File: config.mk
export PLATFORM = sky130hd
export DESIGN_NAME = scd_clock_select
export DESIGN_NICKNAME = d
export VERILOG_FILES = /design/src/scd_pkg.sv /design/src/scd_clk_gen.sv /design/src/scd_clock_select.sv
export SDC_FILE = /design/constraint.sdc
export NUM_CORES = 1
export LEC_CHECK = 0
export BUFFER_PORTS_ARGS = -buffer_cell sky130_fd_sc_hd__buf_2
export CAP_MARGIN = 20
export CORE_ASPECT_RATIO = 0.75
export CORE_UTILIZATION = 35
export CTS_BUF_LIST = sky130_fd_sc_hd__clkbuf_16
export CTS_CLUSTER_SIZE = 16
export DETAILED_ROUTE_END_ITERATION = 6
export PLACE_DENSITY = 0.69
export REMOVE_ABC_BUFFERS = 1
export SYNTH_ARGS = -nofsm -noshare
export SYNTH_HDL_FRONTEND = slang
export SYNTH_SLANG_ARGS = --single-unit
File: constraint.sdc
create_clock -name clk_i -period 2.6 [get_ports clk_i]
set_input_delay 0.52 -clock clk_i [delete_from_list [all_inputs] [get_ports clk_i]]
set_output_delay 0.52 -clock clk_i [all_outputs]
set_load 0.005 [all_outputs]
File: src/scd_pkg.sv
// Package: register map, field layout and codes of the clock select block
package scd_pkg;
  localparam logic [7:0] CLK_SELECT_ADDR = 8'ha9;
  localparam logic [7:0] OSC_CONTROL_ADDR = 8'hb2;
  localparam int unsigned RDY_BIT = 7;
  localparam int unsigned DIV_LSB = 4;
  localparam int unsigned UNUSED_BIT = 3;
  localparam int unsigned SEL_LSB = 0;
  localparam int unsigned EN_BIT = 7;
  localparam int unsigned FRDY_BIT = 6;
  localparam logic [2:0] DIV_RESET = 3'h1;
  localparam logic [2:0] APPLIED_DIV_RESET = 3'h0;
  localparam logic [2:0] SEL_RESET = 3'h2;
  localparam logic EN_RESET = 1'b0;
  localparam logic [5:0] OSC_RSVD_RESET = 6'h00;
  localparam logic [7:0] RDATA_RESET = 8'h00;
  localparam logic [2:0] SRC_PRECISION = 3'h0;
  localparam logic [2:0] SRC_EXTERNAL = 3'h1;
  localparam logic [2:0] SRC_LP_DIV8 = 3'h2;
  localparam logic [2:0] SRC_RTC = 3'h3;
  localparam logic [2:0] SRC_LOW_POWER = 3'h4;
  localparam int unsigned NUM_SRC = 5;
  localparam int unsigned MAX_DIV_SRC_CYCLES = 128;
  localparam logic [8:0] MAX_DIV_SRC_EDGES = 9'(2 * MAX_DIV_SRC_CYCLES);

  function automatic logic sel_valid(input logic [2:0] s);
    return s <= SRC_LOW_POWER;
  endfunction : sel_valid

  // Source edges per output half period, minus one
  function automatic logic [6:0] half_term(input logic [2:0] d);
    return 7'((8'h01 << d) - 8'h01);
  endfunction : half_term
endpackage : scd_pkg

File: src/scd_clk_gen.sv
// Glitch-free source switch and power-of-two divider
`timescale 1ns/1ps
`default_nettype none
module scd_clk_gen (
  input wire logic clk_i,
  input wire logic rst_i,
  input wire logic ce_i,
  input wire logic [4:0] src_lvl_i,
  input wire logic [2:0] sel_i,
  input wire logic [2:0] div_i,
  output logic sysclk_o,
  output logic [2:0] active_sel_o,
  output logic [2:0] applied_div_o,
  output logic src_edge_o
);
  logic [2:0] cur_sel_q, cur_sel_d;
  logic [2:0] app_div_q, app_div_d;
  logic prev_q, prev_d;
  logic out_q, out_d;
  logic [6:0] cnt_q, cnt_d;
  logic cur_lvl;
  logic edge_seen;

  always_comb begin
    cur_lvl = src_lvl_i[cur_sel_q];
    edge_seen = ce_i && (cur_lvl != prev_q);
    cur_sel_d = cur_sel_q;
    app_div_d = app_div_q;
    prev_d = prev_q;
    out_d = out_q;
    cnt_d = cnt_q;
    if (edge_seen) begin
      prev_d = cur_lvl;
      if (cnt_q == scd_pkg::half_term(app_div_q)) begin
        cnt_d = 7'h00;
        out_d = ~out_q;
        // New divide only at the end of a full low-going period
        if (out_q) begin
          app_div_d = div_i;
        end
      end else begin
        cnt_d = cnt_q + 7'h01;
      end
    end else if (!out_q && cnt_q == 7'h00 && sel_i != cur_sel_q &&
                 scd_pkg::sel_valid(sel_i) && !src_lvl_i[sel_i]) begin
      // Swap only while output and new source are both low
      cur_sel_d = sel_i;
      prev_d = 1'b0;
    end
  end

  always_ff @(posedge clk_i) begin
    if (rst_i) begin
      cur_sel_q <= scd_pkg::SEL_RESET;
      app_div_q <= scd_pkg::APPLIED_DIV_RESET;
      prev_q <= 1'b0;
      out_q <= 1'b0;
      cnt_q <= 7'h00;
    end else if (ce_i) begin
      cur_sel_q <= cur_sel_d;
      app_div_q <= app_div_d;
      prev_q <= prev_d;
      out_q <= out_d;
      cnt_q <= cnt_d;
    end
  end

  assign sysclk_o = out_q;
  assign active_sel_o = cur_sel_q;
  assign applied_div_o = app_div_q;
  assign src_edge_o = edge_seen;
endmodule : scd_clk_gen
`default_nettype wire

File: src/scd_clock_select.sv
// System clock select, divider and precision oscillator control registers
// Behaviour
// - Divide field divides source by two to the field value, 1..128.
// - Divide change completes within 128 undivided source cycles.
// - Bit 7 reads 0 until new divide applies, then 1.
// - Source may change while running; takes one slower-clock period. Swap here waits for output and new source both low.
// - Source codes 0..4 pick the five oscillators; others reserved.
// - Select register bit 3 reads zero; software writes zero.
// - Oscillator control bit 7 enables the precision oscillator.
// - Bit 6 reads 1 only while precision oscillator is at frequency.
`timescale 1ns/1ps
`default_nettype none
module scd_clock_select (
  input wire logic clk_i,
  input wire logic rst_i,
  input wire logic ce_i,
  input wire logic [7:0] sfr_addr_i,
  input wire logic [7:0] sfr_wdata_i,
  input wire logic sfr_wr_i,
  input wire logic sfr_rd_i,
  output logic [7:0] sfr_rdata_o,
  input wire logic [4:0] osc_level_i,
  input wire logic precision_osc_stable_i,
  output logic precision_osc_enable_o,
  output logic sysclk_o,
  output logic [2:0] active_sel_o
);
  logic [2:0] div_q, div_d;
  logic [2:0] sel_q, sel_d;
  logic en_q, en_d;
  logic [5:0] rsvd_q, rsvd_d;
  logic [7:0] rdata_q, rdata_d;
  logic [2:0] applied_div;
  logic src_edge;
  logic divider_applied_flag;
  logic precision_osc_freq_ready;
  logic wr_sel, wr_osc, rd_sel, rd_osc;

  scd_clk_gen u_gen (
    .clk_i(clk_i),
    .rst_i(rst_i),
    .ce_i(ce_i),
    .src_lvl_i(osc_level_i),
    .sel_i(sel_q),
    .div_i(div_q),
    .sysclk_o(sysclk_o),
    .active_sel_o(active_sel_o),
    .applied_div_o(applied_div),
    .src_edge_o(src_edge)
  );

  assign divider_applied_flag = (applied_div == div_q);
  assign precision_osc_freq_ready = en_q && precision_osc_stable_i;
  assign precision_osc_enable_o = en_q;

  always_comb begin
    wr_sel = ce_i && sfr_wr_i && sfr_addr_i == scd_pkg::CLK_SELECT_ADDR;
    wr_osc = ce_i && sfr_wr_i && sfr_addr_i == scd_pkg::OSC_CONTROL_ADDR;
    rd_sel = ce_i && sfr_rd_i && sfr_addr_i == scd_pkg::CLK_SELECT_ADDR;
    rd_osc = ce_i && sfr_rd_i && sfr_addr_i == scd_pkg::OSC_CONTROL_ADDR;
    div_d = div_q;
    sel_d = sel_q;
    en_d = en_q;
    rsvd_d = rsvd_q;
    rdata_d = rdata_q;
    if (wr_sel) begin
      div_d = sfr_wdata_i[scd_pkg::DIV_LSB +: 3];
      // Reserved codes are stored but never switched to
      sel_d = sfr_wdata_i[scd_pkg::SEL_LSB +: 3];
    end
    if (wr_osc) begin
      en_d = sfr_wdata_i[scd_pkg::EN_BIT];
      rsvd_d = sfr_wdata_i[5:0];
    end
    if (ce_i && sfr_rd_i) begin
      rdata_d = 8'h00;
      if (rd_sel) begin
        rdata_d[scd_pkg::RDY_BIT] = divider_applied_flag;
        rdata_d[scd_pkg::DIV_LSB +: 3] = div_q;
        rdata_d[scd_pkg::UNUSED_BIT] = 1'b0;
        rdata_d[scd_pkg::SEL_LSB +: 3] = sel_q;
      end else if (rd_osc) begin
        rdata_d[scd_pkg::EN_BIT] = en_q;
        rdata_d[scd_pkg::FRDY_BIT] = precision_osc_freq_ready;
        rdata_d[5:0] = rsvd_q;
      end
    end
  end

  always_ff @(posedge clk_i) begin
    if (rst_i) begin
      div_q <= scd_pkg::DIV_RESET;
      sel_q <= scd_pkg::SEL_RESET;
      en_q <= scd_pkg::EN_RESET;
      rsvd_q <= scd_pkg::OSC_RSVD_RESET;
      rdata_q <= scd_pkg::RDATA_RESET;
    end else if (ce_i) begin
      div_q <= div_d;
      sel_q <= sel_d;
      en_q <= en_d;
      rsvd_q <= rsvd_d;
      rdata_q <= rdata_d;
    end
  end

  assign sfr_rdata_o = rdata_q;

  // Source edges spent waiting for a divide change
  logic [8:0] wait_edges_q;
  always_ff @(posedge clk_i) begin
    if (rst_i || divider_applied_flag) begin
      wait_edges_q <= 9'h000;
    end else if (src_edge && wait_edges_q != 9'h1ff) begin
      wait_edges_q <= wait_edges_q + 9'h001;
    end
  end

  a_div_bound: assert property (@(posedge clk_i) disable iff (rst_i)
    wait_edges_q <= scd_pkg::MAX_DIV_SRC_EDGES)
    else $error("divide change took more than 128 source cycles");

  a_ready_drops: assert property (@(posedge clk_i) disable iff (rst_i)
    wr_sel && sfr_wdata_i[scd_pkg::DIV_LSB +: 3] != applied_div &&
    sfr_wdata_i[scd_pkg::DIV_LSB +: 3] != div_q
    |=> !divider_applied_flag)
    else $error("ready flag high before new divide applied");

  a_bit3_zero: assert property (@(posedge clk_i) disable iff (rst_i)
    rd_sel |=> !sfr_rdata_o[3])
    else $error("select register bit 3 read nonzero");

  a_enable_follow: assert property (@(posedge clk_i)
    disable iff (rst_i)
    wr_osc |=> precision_osc_enable_o == $past(sfr_wdata_i[scd_pkg::EN_BIT]))
    else $error("oscillator enable not taken from write");

  a_freq_ready: assert property (@(posedge clk_i) disable iff (rst_i)
    rd_osc && !(en_q && precision_osc_stable_i) |=> !sfr_rdata_o[6])
    else $error("frequency ready read high while not running");

  a_valid_source: assert property (@(posedge clk_i)
    disable iff (rst_i)
    active_sel_o <= scd_pkg::SRC_LOW_POWER)
    else $error("reserved source code became active");

  a_clk_on_edge: assert property (@(posedge clk_i) disable iff (rst_i)
    $changed(sysclk_o) |-> $past(src_edge))
    else $error("system clock changed without a source edge");

  a_div1_follow: assert property (@(posedge clk_i) disable iff (rst_i)
    src_edge && applied_div == 3'h0
    |=> sysclk_o == $past(osc_level_i[active_sel_o]))
    else $error("divide by one output does not follow source");

  a_switch_low: assert property (@(posedge clk_i) disable iff (rst_i)
    $changed(active_sel_o) |-> !sysclk_o && active_sel_o == $past(sel_q))
    else $error("source switched while clock high or to wrong code");

  a_rdata_other: assert property (@(posedge clk_i)
    disable iff (rst_i)
    ce_i && sfr_rd_i && !rd_sel && !rd_osc |=> sfr_rdata_o == 8'h00)
    else $error("unmapped read returned nonzero data");

  a_rdata_hold: assert property (@(posedge clk_i)
    disable iff (rst_i)
    !(ce_i && sfr_rd_i) |=> $stable(sfr_rdata_o))
    else $error("read data changed without a read");

  a_freeze_ce: assert property (@(posedge clk_i)
    disable iff (rst_i)
    !ce_i |=> $stable(div_q) && $stable(sel_q) && $stable(en_q) &&
    $stable(sysclk_o) && $stable(active_sel_o) && $stable(applied_div))
    else $error("state moved while clock enable low");

  a_div_write: assert property (@(posedge clk_i)
    disable iff (rst_i)
    wr_sel |=> div_q == $past(sfr_wdata_i[scd_pkg::DIV_LSB +: 3]))
    else $error("divide field not taken from write");

  a_sel_write: assert property (@(posedge clk_i)
    disable iff (rst_i)
    wr_sel |=> sel_q == $past(sfr_wdata_i[scd_pkg::SEL_LSB +: 3]))
    else $error("source field not taken from write");

  a_reg_keep: assert property (@(posedge clk_i)
    disable iff (rst_i)
    !wr_sel |=> $stable(div_q) && $stable(sel_q))
    else $error("select register changed without a write");

  a_sel_read: assert property (@(posedge clk_i)
    disable iff (rst_i)
    rd_sel |=> sfr_rdata_o[scd_pkg::SEL_LSB +: 3] == $past(sel_q) &&
    sfr_rdata_o[scd_pkg::DIV_LSB +: 3] == $past(div_q))
    else $error("select register read wrong fields");

  a_ready_read: assert property (@(posedge clk_i)
    disable iff (rst_i)
    rd_sel |=> sfr_rdata_o[scd_pkg::RDY_BIT] == $past(applied_div == div_q))
    else $error("ready flag read does not match applied divide");

  a_osc_read: assert property (@(posedge clk_i)
    disable iff (rst_i)
    rd_osc |=> sfr_rdata_o[scd_pkg::EN_BIT] == $past(en_q))
    else $error("enable bit read does not match register");

  a_enable_hold: assert property (@(posedge clk_i)
    disable iff (rst_i)
    !wr_osc |=> $stable(precision_osc_enable_o))
    else $error("oscillator enable changed without a write");

  a_freq_ready_set: assert property (@(posedge clk_i)
    disable iff (rst_i)
    rd_osc && en_q && precision_osc_stable_i
    |=> sfr_rdata_o[scd_pkg::FRDY_BIT])
    else $error("frequency ready read low while running");

  a_ready_holds: assert property (@(posedge clk_i)
    disable iff (rst_i)
    divider_applied_flag && !wr_sel |=> divider_applied_flag)
    else $error("ready flag dropped without a divide write");

  a_div_on_fall: assert property (@(posedge clk_i)
    disable iff (rst_i)
    $changed(applied_div) |-> $fell(sysclk_o))
    else $error("divide applied other than at a falling edge");

  a_div_from_prog: assert property (@(posedge clk_i)
    disable iff (rst_i)
    $changed(applied_div) |-> applied_div == $past(div_q))
    else $error("applied divide differs from programmed value");

  a_switch_src_low: assert property (@(posedge clk_i)
    disable iff (rst_i)
    $changed(active_sel_o) |-> !$past(osc_level_i[sel_q]))
    else $error("source switched while new source high");
endmodule : scd_clock_select
`default_nettype wire

After elaboration in Yosys (flattened, before gate mapping) --
Cells that the tools add are included.
Storage, ports and cells: flip-flop bits (word level) 36, input port bits 27, output and inout port bits 13, word-level logic and storage cells 57
Cells by class: add/sub/neg operators 2, magnitude comparators 3, equal/unequal tests 6, shifts and indexed selects 1, mux-type cells 9, bitwise gates (word level) 2, reduce and logical (&&, ||, !) cells 24
Operators with widths (number):
- $eq A8 B8 Y1 const B | 2
- $mux W8 | 2
- $logic_and A1 B1 Y1 | 12
- $reduce_and A2 Y1 | 5
- $lt A3 B4 Y1 const B | 2
- $add A7 B1 Y7 const B | 1
- $eq A7 B7 Y1 | 1
- $logic_not A7 Y1 | 1
- $mux W7 | 1
- $shl A1 B3 Y7 const A | 1
- $sub A7 B1 Y7 const B | 1
- $bmux W1 S3 | 2
- $reduce_and A3 Y1 | 2
- $mux W1 | 4
- $reduce_and A4 Y1 | 1
- $eq A3 B3 Y1 | 1
- $le A3 B3 Y1 const B | 1
- $ne A3 B3 Y1 | 1
- $logic_not A1 Y1 | 2
- $not A1 Y1 | 2
- $reduce_bool A2 Y1 | 1
- $ne A1 B1 Y1 | 1

Longest topological paths before layout --
depth in word-level cells 7, depth in mapped cells 12

Cells and area by module --
A second synthesis with hierarchy kept.
Second synthesis, totals: cell total of the unflattened synthesis 252, area, all modules 2308.5 um2
By module, submodules not included:
- scd_clk_gen | times used 1, cells an instance 149, area an instance 1287.5 um2, seq. area each 300.3 um2
- scd_clock_select | times used 1, cells an instance 103, area an instance 1021.0 um2, seq. area each 420.4 um2

Worst setup path after synthesis --
OpenSTA, ideal clock, no wires.
kind register to register, start point register u_gen.app_div_q[1] (netlist: u_gen.applied_div_o[1]), end point register u_gen.app_div_q[2] (netlist: u_gen.applied_div_o[2]), arrival time 2666 ps, setup slack -136 ps, stages on the path, launching flop included 12, cells stage by stage dfxtp_1 -> buf_6 -> nor2_1 -> nand2_1 -> ha_1 -> buf_6 -> xnor2_1 -> or4_1 -> nand3_1 -> or4b_4 -> or4_1 -> a21oi_1
On the way: longest elaborated chain between the ends 4
RTL lines:
- start, declared | RTL line scd_clk_gen.sv:17 | logic [2:0] app_div_q, app_div_d;
- start signal, assigned | RTL line scd_clk_gen.sv:55 | app_div_q <= scd_pkg::APPLIED_DIV_RESET;
- start signal, assigned | RTL line scd_clk_gen.sv:61 | app_div_q <= app_div_d;
- $shl A1 B3 Y7 | RTL line scd_pkg.sv:32 | return 7'((8'h01 << d) - 8'h01);
- $sub A7 B1 Y7 | RTL line scd_pkg.sv:32
- $eq A7 B7 Y1 | RTL line scd_clk_gen.sv:34 | if (cnt_q == scd_pkg::half_term(app_div_q)) begin
- $reduce_and A4 Y1 (no line)
No other way between the ends. A chain may end at the register's enable or synchronous reset.

Worst setup path after layout --
start point register u_gen.app_div_q[1] (netlist: u_gen.applied_div_o[1]), end point register u_gen.app_div_q[0] (netlist: u_gen.applied_div_o[0])
Same word-level chain as after synthesis.

==> impl_metrics.toml <==
[outcome]
status = "finished, final reports clean"

[timing]
period_minus_slack_ps = 2580
rsz0062_at_grt = "true"
tightest_slew_ps = 515
post-route-period-util_pct = 99.4
fin_worst_skew_ps = 3.48
setup-violations-final = 0
layout_setup_ws_ps = 16.8
fin_setup_tns_ps = 0
clock.fmax_ghz = 0.387
slew_violations = 0
max-slew-margin-rel_pct = 65.6
final_hold_viol_count = 0

[cells_and_area]
drive_above_1_share_pct = 26.2
finalCoreUtilization_pct = 46.4
diodes = 0
area_delta_synth_final_pct = 23.4
register_area_sq_um = 722
fin_nets = 330
fillCellCount = 554
multi_input_area_sq_um = 1240

[critical_path]
path_cells = "nor2_4, nand2_1, ha_2, xnor2_1, or4_1, nand3_1, or4b_4, or4_1, a21oi_1"
cp_slowest_stage_delay_ps = 500
start_kind = "register"
worstPathMaxFanout = 5
r2r_cells = 9
cpMostUsedCell = "or4_1"
slowest_stage = "or4b_4"
arrival_ps = 2780
end_kind = "register"
worstSetupPathType = "register to register"
required_ps = 2800

[placed_design]
preCtsSetupSlack_ps = -90.2
portBuffers = 39
gp_congestion = 0.768
hpwl_um = 3630

[route]
wl_met1_um = 2480
drtIter0Drc = 126
dr.pass1.iters = 4
drt_wl_total_um = 5000
vias = 1941
route.met2.wl_um = 2270
viasPerCell = 5.16
wire_per_inst_um = 13.3
dr_wl_met3_um = 215
drc = 0
detail-route-antenna-nets = 0
top_layer_used = "met4"

[synth]
ys_top_cells_by_area = "dfxtp_1 35%, mux2i_1 9.2%, nor2_1 8.9%"
synth_top_area_share_pct = 34.7
synth_area_sq_um = 2080
synth_edf_count = 0
synth-seq-area-share_pct = 34.7
synthDistinctLibCells = 52
synth_cells = 251
ys.flop_type = "dfxtp_1"
synth-seq-cells = 36
synth_largest_area_cell = "dfxtp_1"
yosys_warnings = 0
synthArstFlopShare_pct = 0
syn_avg_cell_area_sq_um = 8.27

[floorplanning]
ios = 40
dieArea_sq_um = 6250
die_y_um = 68.7
num_rows = 23
start_util_pct = 37.6
coreArea_sq_um = 5530
die_x_um = 91.0

[global_route]
grt-ovfl-total = 0
grtUsageTotal_pct = 16.7
antenna_found_initial = 0
grt_pass1_vias = 1725
grt_first_pass_wirelength_um = 8190
grt_max_degree = 29

[power]
switchingPower_uw = 296
p_leak_nw = 0.993
ir_drop_mv = 0.215
powerDensity_nw_per_um2 = 493
pwr-share-clk_pct = 44.3
seq_power_share_pct = 45.0
comb_power_share_pct = 10.7
intPower_uw = 969
swShare_pct = 23.4

[clock_network]
cts_htree_levels = 2
cts.sinks = 36
clockBufferDepth = 2
cts_root_buffer = "clkbuf_16"
cts_inserted_buffers = 5
insertion_delay_ps = 270
cts_tree = "built"
hold_buffers = 0
clk_pin_slew_worst_paths_ps = 50

[min_path]
hold_depth = 2
min_path_type = "register to register"

[job]
maxCapViolCount = 0
[what timing repair did]
action	4_1_cts	5_1_grt
pin swaps	3	4
buffers inserted	1	1
endpoints found under the setup margin	4	11
resized for setup	4	4
gates cloned	0	0
[critical path: cells and delay by family, from the launching register on]
kind                     cells  cell delay (ps)
adder cells (fa/ha/maj)      1              190
XOR/XNOR                     1              130
flip-flops                   1              330
AO/OA/AOI/OAI                1              150
AND/OR/NAND/NOR              6             1700
[kinds of logic (layout without fill, tap and decap cells)]
| family | Yosys count | after routing | synth area share (%) |
|---|---|---|---|
| AND/OR/NAND/NOR | 111 | 111 | 27.7 |
| AO/OA/AOI/OAI | 38 | 38 | 11.8 |
| buffers and inverters | 26 | 76 | 6.99 |
| XOR/XNOR | 16 | 16 | 6.75 |
| multiplexers | 21 | 21 | 10.2 |
| flip-flops | 36 | 36 | 34.7 |
| adder cells (fa/ha/maj) | 3 | 3 | 1.81 |
[area by class of cell]
class / count / share of cell area, %
flip-flops and latches: 36 / 28.2
well taps: 75 / 3.66
repair buffers: 57 / 12.9
clock inverters: 3 / 0.586
multi-input cells: 189 / 48.2
inverters: 11 / 1.61
clock buffers: 5 / 4.88
[state kept, by name, indices dropped and copies added, names as in the netlist]
| signal | flops |
|---|---|
| u_gen.cnt_q | 7 |
| u_gen.prev_q | 1 |
| sel_q | 3 |
| u_gen.active_sel_o | 3 |
| u_gen.sysclk_o | 1 |
| u_gen.applied_div_o | 3 |
| precision_osc_enable_o | 1 |
| sfr_rdata_o | 8 |
| div_q | 3 |
| rsvd_q | 6 |
[worst paths after layout]
check,from,to,slack (ps)
hold / removal,sfr_rdata_o[7],sfr_rdata_o[7],480
setup reg to reg,u_gen.applied_div_o[1],u_gen.applied_div_o[0],20
hold reg to reg,sfr_rdata_o[7],sfr_rdata_o[7],480
setup / recovery,u_gen.applied_div_o[1],u_gen.applied_div_o[0],20
[placed cells by master, fill, tap and decap left out, drive strengths merged, types with 2 or more instances in the layout]
master	netlist	layout
nor4bb	4	4
a21oi	15	15
o21ai	2	2
nand2	16	16
nor2	49	49
nand2b	2	2
mux2i	19	19
or4	4	4
nand4	3	3
o22ai	2	2
mux2	2	2
clkbuf	7	5
xnor2	13	13
a22oi	5	5
nor3b	3	3
nor4	3	3
ha	3	3
nor3	3	3
and3	3	3
buf	7	57
o31ai	3	3
nand3	12	12
o211ai	2	2
a31oi	2	2
dfxtp	36	36
xor2	3	3
inv	11	12
[metrics by stage]
stage	cells	power (mW)	hold slack (ps)	area, sq um
6_report	376	1.27	479	2560
5_1_grt	376	1.32	502	2560
2_1_floorplan	236	0.650	460	1970
3_5_place_dp	366	0.711	468	2380
4_1_cts	375	1.27	484	2540
3_3_place_gp	366	0.709	464	2380
[routing by layer]
metal	track usage, %	up-vias
met5	0	-
met4	4.37	0
met3	4.39	4
met2	26.3	39
met1	22.8	916
li1	-	982
[Yosys cell counts (all sizes together) (3+ instances only)]
| cell | number |
|---|---|
| o31ai | 3 |
| nor2 | 49 |
| nand4 | 3 |
| a22oi | 5 |
| nor4bb | 4 |
| ha | 3 |
| mux2i | 19 |
| and3 | 3 |
| dfxtp | 36 |
| or4 | 4 |
| nand3 | 12 |
| buf | 7 |
| nor3 | 3 |
| nand2 | 16 |
| xor2 | 3 |
| nor4 | 3 |
| nor3b | 3 |
| clkbuf | 7 |
| inv | 11 |
| xnor2 | 13 |
| a21oi | 15 |
[power by group through the flow]
stage	Clock [mW]	Sequential (mW)	Combinational, mW
2_1_floorplan	0	0.579	0.0712
3_3_place_gp	0	0.580	0.128
3_5_place_dp	0	0.580	0.131
4_1_cts	0.573	0.569	0.133
5_1_grt	0.604	0.570	0.149
6_report	0.561	0.569	0.135
Note: power is estimated with default switching activity, not from simulation.
